`src/rlt_pkg.sv`:
```
// Shared constants, register map and mode encodings of the reload timer
package rlt_pkg;

    localparam int unsigned DATA_W     = 16;
    localparam int unsigned ADDR_W     = 2;
    localparam int unsigned PRE_SEL_W  = 3;
    localparam int unsigned PRE_CNT_W  = 7;

    localparam logic [1:0]  ADDR_CTRL   = 2'h0;
    localparam logic [1:0]  ADDR_COUNT  = 2'h1;
    localparam logic [1:0]  ADDR_RELOAD = 2'h2;

    // Control register field positions
    localparam int unsigned CTRL_EN_BIT   = 0;
    localparam int unsigned CTRL_MODE_LSB = 1;
    localparam int unsigned CTRL_PRE_LSB  = 4;
    localparam int unsigned CTRL_POL_BIT  = 7;
    localparam int unsigned CTRL_OE_BIT   = 8;
    localparam int unsigned CTRL_BUSY_BIT = 9;

    localparam logic [15:0] CTRL_RST      = 16'h0000;
    localparam logic [15:0] COUNT_RST     = 16'h0001;
    localparam logic [15:0] RELOAD_RST    = 16'h0000;
    localparam logic [15:0] COUNT_RESTART = 16'h0001;

    typedef enum logic [2:0] {
        RLT_MODE_ONESHOT = 3'b000,
        RLT_MODE_TRIG    = 3'b001,
        RLT_MODE_CONT    = 3'b010,
        RLT_MODE_PINCNT  = 3'b011,
        RLT_MODE_CMPCNT  = 3'b100
    } rlt_mode_t;

endpackage

```
`src/rlt_timer.sv`:
```
// Reloadable up-counting timer: one-shot, triggered, continuous and event counter modes
// Function
// - One-shot counts prescaled clocks up until count equals reload value.
// - One-shot reload raises interrupt pulse and sets count to 0001h.
// - One-shot reload clears enable by hardware, counting stops.
// - One-shot reload drives output opposite level one cycle, then back.
// - Triggered mode idles until selected edge on input pin.
// - After trigger, count prescaled clocks up to reload value.
// - Triggered reload gives one-cycle output pulse, interrupt, count 0001h.
// - Wait for next trigger; triggers during timing are ignored.
// - Continuous reload raises interrupt, count 0001h, keeps counting.
// - Continuous mode toggles output at each reload.
// - Written start count applies to first pass only; later passes from 0001h.
// - Pin counter increments on selected edge of input pin.
// - Prescaler bypassed in both counter modes.
// - Comparator counter counts selected edges of comparator output.
// - Counter reload raises interrupt, count 0001h, resumes, output toggles.
// - Polarity bit sets both edge and initial output level in counters.
// - Timeout lasts (reload - start + 1) times prescale clocks.
// - Prescaler divides by a programmable power of two from 1 to 128.
// - Reload below count: count on through FFFFh, wrap to 0000h.
//
// Design decisions made here: the plain strobed port and the address map.
`timescale 1ns/1ps
module rlt_timer
    import rlt_pkg::*;
#(
    parameter int unsigned CNT_W = 16
) (
    input  wire logic              i_ref_clk,    // System clock, 40 MHz
    input  wire logic              i_reset_n,    // Synchronous reset, active low
    input  wire logic              i_clk_en,     // Freezes all state while low
    input  wire logic [ADDR_W-1:0] i_addr,       // Register address
    input  wire logic [DATA_W-1:0] i_wdata,      // Write data
    input  wire logic              i_wr_stb,     // Write strobe
    input  wire logic              i_rd_stb,     // Read strobe
    output logic      [DATA_W-1:0] o_rdata,      // Read data, cycle after strobe
    input  wire logic              i_tmr_in,     // Timer input pin, asynchronous
    input  wire logic              i_cmp_out,    // Comparator output, asynchronous
    output logic                   o_tmr_out,    // Timer output level
    output logic                   o_tmr_out_en, // Output function enabled
    output logic                   o_timer_irq   // One-cycle reload event pulse
);
    generate
        if (CNT_W < 2 || CNT_W > DATA_W) begin : g_bad_width
            $error("CNT_W must lie between 2 and the data width");
        end
    endgenerate

    rlt_mode_t            mode_reg;
    logic                 en_reg;
    logic                 pol_reg;
    logic                 oe_reg;
    logic [PRE_SEL_W-1:0] pre_reg;
    logic                 timing_reg;
    logic [CNT_W-1:0]     count_reg;
    logic [CNT_W-1:0]     reload_reg;
    logic                 out_reg;
    logic                 pulse_reg;
    logic                 irq_reg;
    logic [DATA_W-1:0]    rdata_reg;

    logic wr_ctrl;
    logic wr_count;
    logic wr_reload;
    logic start;
    logic count_mode;
    logic shot_mode;
    logic presc_run;
    logic presc_tick;
    logic edge_seen;
    logic arm_edge;
    logic step;
    logic evt;
    logic event_src;

    // Unmapped address falls through: write dropped, read returns zero
    always_comb begin
        wr_ctrl   = 1'b0;
        wr_count  = 1'b0;
        wr_reload = 1'b0;
        if (i_wr_stb && i_addr == ADDR_CTRL) begin
            wr_ctrl = 1'b1;
        end else if (i_wr_stb && i_addr == ADDR_COUNT) begin
            wr_count = 1'b1;
        end else if (i_wr_stb && i_addr == ADDR_RELOAD) begin
            wr_reload = 1'b1;
        end
    end

    assign start      = wr_ctrl & i_wdata[CTRL_EN_BIT] & ~en_reg;
    assign count_mode = (mode_reg == RLT_MODE_PINCNT) || (mode_reg == RLT_MODE_CMPCNT);
    assign shot_mode  = (mode_reg == RLT_MODE_ONESHOT) || (mode_reg == RLT_MODE_TRIG);

    // Source muxed ahead of the synchroniser; any control write changes the mode, even while enabled
    assign event_src = (mode_reg == RLT_MODE_CMPCNT) ? i_cmp_out : i_tmr_in;

    rlt_edge_sync u_edge (
        .i_ref_clk (i_ref_clk),
        .i_reset_n (i_reset_n),
        .i_clk_en  (i_clk_en),
        .i_async   (event_src),
        .i_falling (pol_reg),
        .o_edge    (edge_seen)
    );

    assign presc_run = en_reg & ((mode_reg == RLT_MODE_ONESHOT) ||
                                 (mode_reg == RLT_MODE_CONT) ||
                                 (mode_reg == RLT_MODE_TRIG && timing_reg));

    rlt_prescaler u_presc (
        .i_ref_clk (i_ref_clk),
        .i_reset_n (i_reset_n),
        .i_clk_en  (i_clk_en),
        .i_run     (presc_run),
        .i_sel     (pre_reg),
        .o_tick    (presc_tick)
    );

    assign arm_edge = en_reg & (mode_reg == RLT_MODE_TRIG) & ~timing_reg & edge_seen;
    // Counter modes step on raw edges, no prescaler
    assign step = count_mode ? (en_reg & edge_seen) : presc_tick;
    assign evt  = step & (count_reg == reload_reg);

    always_ff @(posedge i_ref_clk) begin
        if (!i_reset_n) begin
            mode_reg <= rlt_mode_t'(CTRL_RST[CTRL_MODE_LSB +: 3]);
            pol_reg  <= CTRL_RST[CTRL_POL_BIT];
            oe_reg   <= CTRL_RST[CTRL_OE_BIT];
            pre_reg  <= CTRL_RST[CTRL_PRE_LSB +: PRE_SEL_W];
        end else if (i_clk_en && wr_ctrl) begin
            mode_reg <= rlt_mode_t'(i_wdata[CTRL_MODE_LSB +: 3]);
            pol_reg  <= i_wdata[CTRL_POL_BIT];
            oe_reg   <= i_wdata[CTRL_OE_BIT];
            pre_reg  <= i_wdata[CTRL_PRE_LSB +: PRE_SEL_W];
        end
    end

    // Software write wins over the hardware stop in the same cycle
    always_ff @(posedge i_ref_clk) begin
        if (!i_reset_n) begin
            en_reg <= CTRL_RST[CTRL_EN_BIT];
        end else if (i_clk_en) begin
            if (wr_ctrl) begin
                en_reg <= i_wdata[CTRL_EN_BIT];
            end else if (evt && mode_reg == RLT_MODE_ONESHOT) begin
                en_reg <= 1'b0;
            end
        end
    end

    // Busy drops at the reload, so the next edge may re-arm at once
    always_ff @(posedge i_ref_clk) begin
        if (!i_reset_n) begin
            timing_reg <= 1'b0;
        end else if (i_clk_en) begin
            if (!en_reg || mode_reg != RLT_MODE_TRIG || evt) begin
                timing_reg <= 1'b0;
            end else if (arm_edge) begin
                timing_reg <= 1'b1;
            end
        end
    end

    // Software write beats a reload in the same cycle, so a start value is never lost
    always_ff @(posedge i_ref_clk) begin
        if (!i_reset_n) begin
            count_reg <= CNT_W'(COUNT_RST);
        end else if (i_clk_en) begin
            if (wr_count) begin
                count_reg <= CNT_W'(i_wdata);
            end else if (evt) begin
                count_reg <= CNT_W'(COUNT_RESTART);
            end else if (step) begin
                count_reg <= count_reg + CNT_W'(1);
            end
        end
    end

    always_ff @(posedge i_ref_clk) begin
        if (!i_reset_n) begin
            reload_reg <= CNT_W'(RELOAD_RST);
        end else if (i_clk_en && wr_reload) begin
            reload_reg <= CNT_W'(i_wdata);
        end
    end

    // Level is taken at start, so a later polarity change only shows after a pulse
    always_ff @(posedge i_ref_clk) begin
        if (!i_reset_n) begin
            out_reg   <= CTRL_RST[CTRL_POL_BIT];
            pulse_reg <= 1'b0;
        end else if (i_clk_en) begin
            pulse_reg <= evt & shot_mode & ~start;
            if (start) begin
                out_reg <= i_wdata[CTRL_POL_BIT];
            end else if (evt) begin
                out_reg <= ~out_reg;
            end else if (pulse_reg) begin
                out_reg <= pol_reg;
            end
        end
    end

    // One-cycle pulse; latching it is left to the interrupt controller
    always_ff @(posedge i_ref_clk) begin
        if (!i_reset_n) begin
            irq_reg <= 1'b0;
        end else if (i_clk_en) begin
            irq_reg <= evt;
        end
    end

    // Zero outside a read, so several slaves may share one return bus
    always_ff @(posedge i_ref_clk) begin
        if (!i_reset_n) begin
            rdata_reg <= '0;
        end else if (i_clk_en) begin
            rdata_reg <= '0;
            if (i_rd_stb && i_addr == ADDR_CTRL) begin
                rdata_reg[CTRL_EN_BIT]                   <= en_reg;
                rdata_reg[CTRL_MODE_LSB +: 3]            <= mode_reg;
                rdata_reg[CTRL_PRE_LSB +: PRE_SEL_W]     <= pre_reg;
                rdata_reg[CTRL_POL_BIT]                  <= pol_reg;
                rdata_reg[CTRL_OE_BIT]                   <= oe_reg;
                rdata_reg[CTRL_BUSY_BIT]                 <= timing_reg;
            end else if (i_rd_stb && i_addr == ADDR_COUNT) begin
                rdata_reg <= DATA_W'(count_reg);
            end else if (i_rd_stb && i_addr == ADDR_RELOAD) begin
                rdata_reg <= DATA_W'(reload_reg);
            end
        end
    end

    assign o_rdata      = rdata_reg;
    assign o_tmr_out    = out_reg;
    assign o_tmr_out_en = oe_reg;
    assign o_timer_irq  = irq_reg;
endmodule

```
`src/rlt_edge_sync.sv`:
```
// Two-stage synchroniser with selectable edge detector for the event input
`timescale 1ns/1ps
module rlt_edge_sync (
    input  wire logic i_ref_clk,  // System clock
    input  wire logic i_reset_n,  // Synchronous reset, active low
    input  wire logic i_clk_en,   // Freezes state while low
    input  wire logic i_async,    // Asynchronous event source
    input  wire logic i_falling,  // 1 selects falling edge, 0 rising
    output logic      o_edge      // One-cycle pulse per selected edge
);
    logic       sync1_reg;
    logic       sync2_reg;
    logic       hist_reg;
    logic [2:0] fill_reg;

    always_ff @(posedge i_ref_clk) begin
        if (!i_reset_n) begin
            sync1_reg <= 1'b0;
            sync2_reg <= 1'b0;
            hist_reg  <= 1'b0;
            fill_reg  <= '0;
        end else if (i_clk_en) begin
            sync1_reg <= i_async;
            sync2_reg <= sync1_reg;
            hist_reg  <= sync2_reg;
            fill_reg  <= {fill_reg[1:0], 1'b1};
        end
    end

    // Only the second stage and its one-cycle history register feed the detector
    // Quiet until the pin level has reached the history, so a pin parked high gives no false edge
    always_comb begin
        if (i_falling) begin
            o_edge = i_clk_en & fill_reg[2] & hist_reg & ~sync2_reg;
        end else begin
            o_edge = i_clk_en & fill_reg[2] & ~hist_reg & sync2_reg;
        end
    end
endmodule

```
`src/rlt_prescaler.sv`:
```
// Power-of-two prescaler producing one tick per divided period
`timescale 1ns/1ps
module rlt_prescaler
    import rlt_pkg::*;
(
    input  wire logic                 i_ref_clk,  // System clock
    input  wire logic                 i_reset_n,  // Synchronous reset, active low
    input  wire logic                 i_clk_en,   // Freezes state while low
    input  wire logic                 i_run,      // Count while high, clear while low
    input  wire logic [PRE_SEL_W-1:0] i_sel,      // Divide by two to the power of i_sel
    output logic                      o_tick      // One-cycle tick per period
);
    logic [PRE_CNT_W-1:0] div_reg;
    logic [PRE_CNT_W-1:0] limit;

    assign limit  = PRE_CNT_W'((8'h01 << i_sel) - 8'h01);
    assign o_tick = i_clk_en & i_run & (div_reg == limit);

    // Cleared while stopped so every start begins a full period
    always_ff @(posedge i_ref_clk) begin
        if (!i_reset_n) begin
            div_reg <= '0;
        end else if (i_clk_en) begin
            if (!i_run || div_reg == limit) begin
                div_reg <= '0;
            end else begin
                div_reg <= div_reg + PRE_CNT_W'(1);
            end
        end
    end
endmodule

```
`config.mk`:
```
export PLATFORM = sky130hd
export DESIGN_NAME = rlt_timer
export DESIGN_NICKNAME = d
export VERILOG_FILES = /design/src/rlt_pkg.sv /design/src/rlt_timer.sv /design/src/rlt_edge_sync.sv /design/src/rlt_prescaler.sv
export SDC_FILE = /design/constraint.sdc
export NUM_CORES = 1
export LEC_CHECK = 0
export ABC_AREA = 1
export BUFFER_PORTS_ARGS = -buffer_cell sky130_fd_sc_hd__buf_2
export CORE_ASPECT_RATIO = 0.6
export CORE_UTILIZATION = 53
export CTS_CLUSTER_SIZE = 16
export DETAILED_ROUTE_END_ITERATION = 16
export PLACE_DENSITY = 0.76
export SYNTH_ARGS = -nofsm -noshare
export SYNTH_HDL_FRONTEND = slang
export SYNTH_SLANG_ARGS = --single-unit
```
`constraint.sdc`:
```
create_clock -name i_ref_clk -period 1.6 [get_ports i_ref_clk]
set_input_delay 0.24 -clock i_ref_clk [delete_from_list [all_inputs] [get_ports i_ref_clk]]
set_output_delay 0.24 -clock i_ref_clk [all_outputs]
set_load 0.02 [all_outputs]
```
# After elaboration in Yosys (flattened, before gate mapping)
# Index checks and enable logic that the tools add are counted.
[op_classes] add_sub_neg=3 eq_ne=9 shift=1 muxes=24 bitwise=23 reduce_logical=29
[ops] op="two-way mux 16 bit" n=5
[ops] op="bitwise AND 1 bit" n=17
[ops] op="adder 16 x 1 -> 16 bit, second input constant" n=1
[ops] op="equality test 16 bit" n=1
[ops] op="two-way mux 1 bit" n=16
[ops] op="logical AND 1 bit" n=10
[ops] op="two-way mux 10 bit" n=1
[ops] op="AND reduction 2 bit" n=4
[ops] op="adder 7 x 1 -> 7 bit, second input constant" n=1
[ops] op="equality test 7 bit" n=1
[ops] op="logical OR 1 bit" n=7
[ops] op="two-way mux 7 bit" n=1
[ops] op="left shift 1 x 3 -> 7 bit, first input constant" n=1
[ops] op="subtractor 7 x 1 -> 7 bit, second input constant" n=1
[ops] op="equality test 3 x 2 -> 1 bit, second input constant" n=2
[ops] op="two-way mux 6 bit" n=1
[ops] op="NOT 1 bit" n=6
[ops] op="nonzero test 3 bit" n=2
[ops] op="nonzero test 2 bit" n=2
[ops] op="equality test 3 x 1 -> 1 bit, second input constant" n=1
[ops] op="equality test 3 bit, second input constant" n=1
[ops] op="zero test 3 bit" n=1
[ops] op="inequality test 3 x 1 -> 1 bit, second input constant" n=1
[ops] op="equality test 2 x 1 -> 1 bit, second input constant" n=1
[ops] op="other kinds (3)" n=4
[word_totals] regBits=74 in_bits=25 out_inout_bits=19 elab_cells=106

# Longest topological paths before layout
[logic_depth] depth_word=11 ltp_mapped=15 ltp_nobuf=14

# By module
# Synthesis repeated with hierarchy kept, for this count alone.
[unflattened] hier_cells=618 hier_area_um2=4061.4
[modules_own_cells] mod="rlt_timer" instances=1 cells_per_inst=508 area_per_inst_um2=3360.7 seq_area_each_um2=1221.2
[modules_own_cells] mod="rlt_prescaler" instances=1 cells_per_inst=77 area_per_inst_um2=469.2 seq_area_each_um2=140.1
[modules_own_cells] mod="rlt_edge_sync" instances=1 cells_per_inst=33 area_per_inst_um2=231.5 seq_area_each_um2=120.1

# Worst setup path before layout
# OpenSTA, ideal clock, no wires.
[synth_timing] path_kind="flip-flop to flip-flop" from="register pre_reg[2]" to="register count_reg[14]" setup_ns=0.132 t_arrival_ns=1.472 required_time_ns=1.468 slack_ns=-0.004 path_stages_with_launch=15 n_path_buf=2 synth_period_minus_slack_ns=1.604 path_cell_list="dfxtp_1 -> buf_6 -> nor2_2 -> nor2_1 -> nor2_1 -> nand2_1 -> nor2_2 -> nand3_2 -> nand2_2 -> nand2_2 -> buf_6 -> nand2_1 -> nand2_1 -> nand2_1 -> a21oi_1"
[synth_between] elab_chain_len=8 elab_cells_between_ends=10 classes_between="1 x add/sub; 1 x eq/ne; 1 x shift; 3 x mux; 2 x bitwise; 2 x reduce/logical"
[synth_lines] item="start: declaration" line="rlt_timer.sv:54" text="logic [PRE_SEL_W-1:0] pre_reg;"
[synth_lines] item="start signal: assignment" line="rlt_timer.sv:130" text="pre_reg <= CTRL_RST[CTRL_PRE_LSB +: PRE_SEL_W];"
[synth_lines] item="start signal: assignment" line="rlt_timer.sv:135" text="pre_reg <= i_wdata[CTRL_PRE_LSB +: PRE_SEL_W];"
[synth_lines] item="left shift 1 x 3 -> 7 bit (*)" line="rlt_prescaler.sv:16" text="assign limit = PRE_CNT_W'((8'h01 << i_sel) - 8'h01);"
[synth_lines] item="subtractor 7 x 1 -> 7 bit (*)" line="rlt_prescaler.sv:16"
[synth_lines] item="equality test 7 bit (*)" line="rlt_prescaler.sv:17" text="assign o_tick = i_clk_en & i_run & (div_reg == limit);"
[synth_lines] item="bitwise AND 1 bit (*)" line="rlt_prescaler.sv:17"
[synth_lines] item="two-way mux 1 bit (*)" line="rlt_timer.sv:122" text="assign step = count_mode ? (en_reg & edge_seen) : presc_tick;"
[synth_lines] item="bitwise AND 1 bit" line="rlt_timer.sv:123" text="assign evt = step & (count_reg == reload_reg);"
[synth_lines] item="nonzero test 3 bit (no source line) / two-way mux 16 bit (equally long branches)"
[synth_lines] item="AND reduction 2 bit (no source line) / two-way mux 16 bit (equally long branches)"
[synth_lines] item="end signal: assignment" line="rlt_timer.sv:168" text="count_reg <= CNT_W'(COUNT_RST);"
[synth_lines] item="end signal: assignment" line="rlt_timer.sv:171" text="count_reg <= CNT_W'(i_wdata);"
[synth_lines] item="end signal: assignment" line="rlt_timer.sv:173" text="count_reg <= CNT_W'(COUNT_RESTART);"
[synth_lines] item="end: declaration" line="rlt_timer.sv:56" text="logic [CNT_W-1:0] count_reg;"
# Mark *: on every way between the ends. The rest lies on a longest branch, timed or not.
# A chain may end at the register's enable or synchronous reset.

# Worst setup path in the final report
[layout_timing] from="register pre_reg[2]" to="register count_reg[15]"
# Same word-level chain as after synthesis.

==> results.json <==
{
  "drt_iter0_markers": 517,
  "finalPower_mw": 4.68,
  "synth_top_area_frac": 0.364,
  "worst_path_max_delay_cell": "dfxtp_4",
  "dp_hpwl_um": 9260,
  "grt_overflow": 0,
  "grt_first_pass_wirelength_um": 20900,
  "drt-vias-per-instance": 5.54,
  "wirelength_um": 13300,
  "ys_async_sr_fraction": 0,
  "end_kind": "register",
  "worstSetupPathType": "register to register",
  "yosys-top-cells-count": "nand2_1, inv_1, nor2_1",
  "p_leak_nw": 2.51,
  "finalHoldViolations": 0,
  "dieWidth_um": 115,
  "grt_pass1_vias": 4349,
  "violations": "setup timing",
  "io_pins": 44,
  "drt-wirelength-per-cell_um": 15.3,
  "finalMaxSlewViolations": 0,
  "fill_cells": 543,
  "clkPwrFrac": 0.445,
  "fin_crit_sh": 1.09,
  "dpl.cell_count": 849,
  "grt_antenna_before_repair": 0,
  "crit_chain": "nand2_1, nand2_1, nand2_1, nand3_1, nor2_2, nand3_2, nand3_2, nand2_4, buf_6, nor2_4, nand2_2, a21oi_2",
  "dr.pass1.iters": 5,
  "setup_ws_ns": -0.148,
  "layout.nets": 788,
  "peakVddDrop_v": 0.000647,
  "port-buffer-count": 43,
  "yosys.cell_types.count": 35,
  "ys_seq_area_frac": 0.364,
  "clkTransAtPathRegs_ns": 0.06,
  "ys_top_cells_by_area": "dfxtp_1, nand2_1, inv_1",
  "rsz0062_at_grt": "yes",
  "post-route-min-period_ns": 1.75,
  "synth_fp_nets": 659,
  "syn_area_um2": 4070,
  "swShare": 0.263,
  "cap_violations": 0,
  "antenna_cells": 0,
  "whs_ns": 0.178,
  "worst_pin_slew_ns": 0.768,
  "drc": 0,
  "clock-sinks": 74,
  "synth-edff-count": 0,
  "fin_area_um2": 5580,
  "syn_avg_cell_area_um2": 6.44,
  "worstPathRequired_ns": 1.88,
  "finalSetupViolCount": 20,
  "critPathMostFrequentCell": "nand2_1",
  "cp-start-kind": "register",
  "drive_gt1_frac": 0.291,
  "critical_path.max_stage_delay_ns": 0.38,
  "numCtsBuffers": 9,
  "arrival_ns": 2.02,
  "area_growth_pct": 37.2,
  "relSlewSlack": 0.488,
  "pre_cts_slack_ns": -0.355,
  "ys_warn_count": 0,
  "power_density_nw_per_um2": 839,
  "max_freq_ghz": 0.572,
  "p_seq_frac": 0.417,
  "p_switching_mw": 1.23,
  "tritoncts": "built",
  "drtAntennaViolNets": 0,
  "yosys.area.top_type": "dfxtp_1",
  "fin_skew_ns": 0.00621,
  "gp_congestion": 0.959,
  "vias": 4824,
  "dpl_cell_area_um2": 5020,
  "clock_path_buffers": 2,
  "min_path_type": "input port to register",
  "fin_cells": 870,
  "cts_root_buf": "clkbuf_16",
  "fp.dieH_um": 69.9,
  "synthMostInstantiatedCell": "nand2_1",
  "dieArea_um2": 8050,
  "status": "complete, but fails checks",
  "core_area_um2": 7360,
  "postSynthCellCount": 632,
  "combPwrFrac": 0.138,
  "num_rows": 24,
  "finish.utilization": 0.759,
  "p_int_mw": 3.45,
  "initial_core_util": 0.553,
  "fin_tns_setup_ns": -2.07,
  "insertion_delay_ns": 0.34,
  "ys_ff_latch": 74,
  "ys.flop_type": "dfxtp_1",
  "grtUsageTotal": 0.338,
  "grt_max_degree": 32,
  "path_max_fanout": 8,
  "htreeDepth": 3
}
## power by group through the flow
| stage | registers [mW] | clock network [mW] | logic (mW) |
|---|---|---|---|
| detailed placement | 1.99 | 0 | 0.576 |
| floorplan | 2.00 | 0 | 0.310 |
| global placement | 1.99 | 0 | 0.563 |
| CTS | 1.95 | 2.10 | 0.603 |
| finish | 1.95 | 2.08 | 0.648 |
| global route | 1.96 | 2.18 | 0.702 |
## area by class of cell
cell class,count,area (um^2),area share
clock buffers,12,256,0.0459
well taps,104,130,0.0233
repair buffers,145,1020,0.182
multi-input cells,441,2270,0.407
inverters,90,360,0.0645
flip-flops and latches,74,1500,0.268
clock inverters,4,50.0,0.00896
## worst max-delay path: cells and delay by family, from the launching register on
family	cells	cell delay, ns
AOI/OAI and AO/OA	1	0.11
buffers and inverters	1	0.17
DFF	1	0.38
and+or+nand+nor	10	1.01
## metal layers
metal,up-vias,global-route usage,share of wire
li1,2312,-,-
met1,2191,0.463,0.43
met2,275,0.509,0.44
met3,46,0.0781,0.096
met4,0,0.147,0.032
met5,-,0,0
## final timing paths
| path | from | end | slack [ns] | cells past startpoint |
|---|---|---|---|---|
| max | pre_reg[2] | count_reg[15] | -0.15 | 12 |
| min | i_wdata[9] | reload_reg[9] | 0.18 | 3 |
| max reg2reg | pre_reg[2] | count_reg[15] | -0.15 | 12 |
| min reg2reg | u_edge.fill_reg[0] | u_edge.fill_reg[0] | 0.46 | 2 |
## placed cells by master, fill, tap and decap left out, types with 5 or more instances in the layout
master | Yosys | final
buf_6 | 4 | 6
o21ai_1 | 11 | 12
nor3_1 | 7 | 5
nand2_2 | 3 | 9
o21ai_0 | 45 | 44
nand4_1 | 13 | 13
nor2_2 | 4 | 11
nand3_1 | 34 | 29
inv_2 | 6 | 7
buf_4 | 0 | 95
inv_1 | 81 | 78
clkbuf_16 | 0 | 9
o22ai_1 | 7 | 7
buf_2 | 4 | 43
xor2_1 | 10 | 10
a21oi_1 | 53 | 51
dfxtp_1 | 74 | 64
dfxtp_2 | 0 | 8
nand2_1 | 135 | 126
o31ai_1 | 9 | 9
nor2_1 | 81 | 71
nand3_2 | 2 | 7
a31oi_1 | 10 | 10
## logic make-up (layout without fill, tap and decap cells)
logic type,Yosys count,count (layout),share of synthesized area
flip-flops,74,74,0.364
XOR/XNOR,12,12,0.0258
AO/OA/AOI/OAI,140,140,0.186
AND/OR/NAND/NOR,286,287,0.300
buffers and inverters,118,251,0.118
adder cells (fa/ha/maj),2,2,0.00615
## repair_timing
| action | CTS | global route |
|---|---|---|
| setup endpoints to repair | 25 | 26 |
| gates cloned | 0 | 1 |
| resized for setup | 27 | 41 |
| pin swaps | 4 | 12 |
| buffers inserted | 2 | 2 |
| hold buffers | 0 | 0 |
Power figures use the tool's default switching activity.
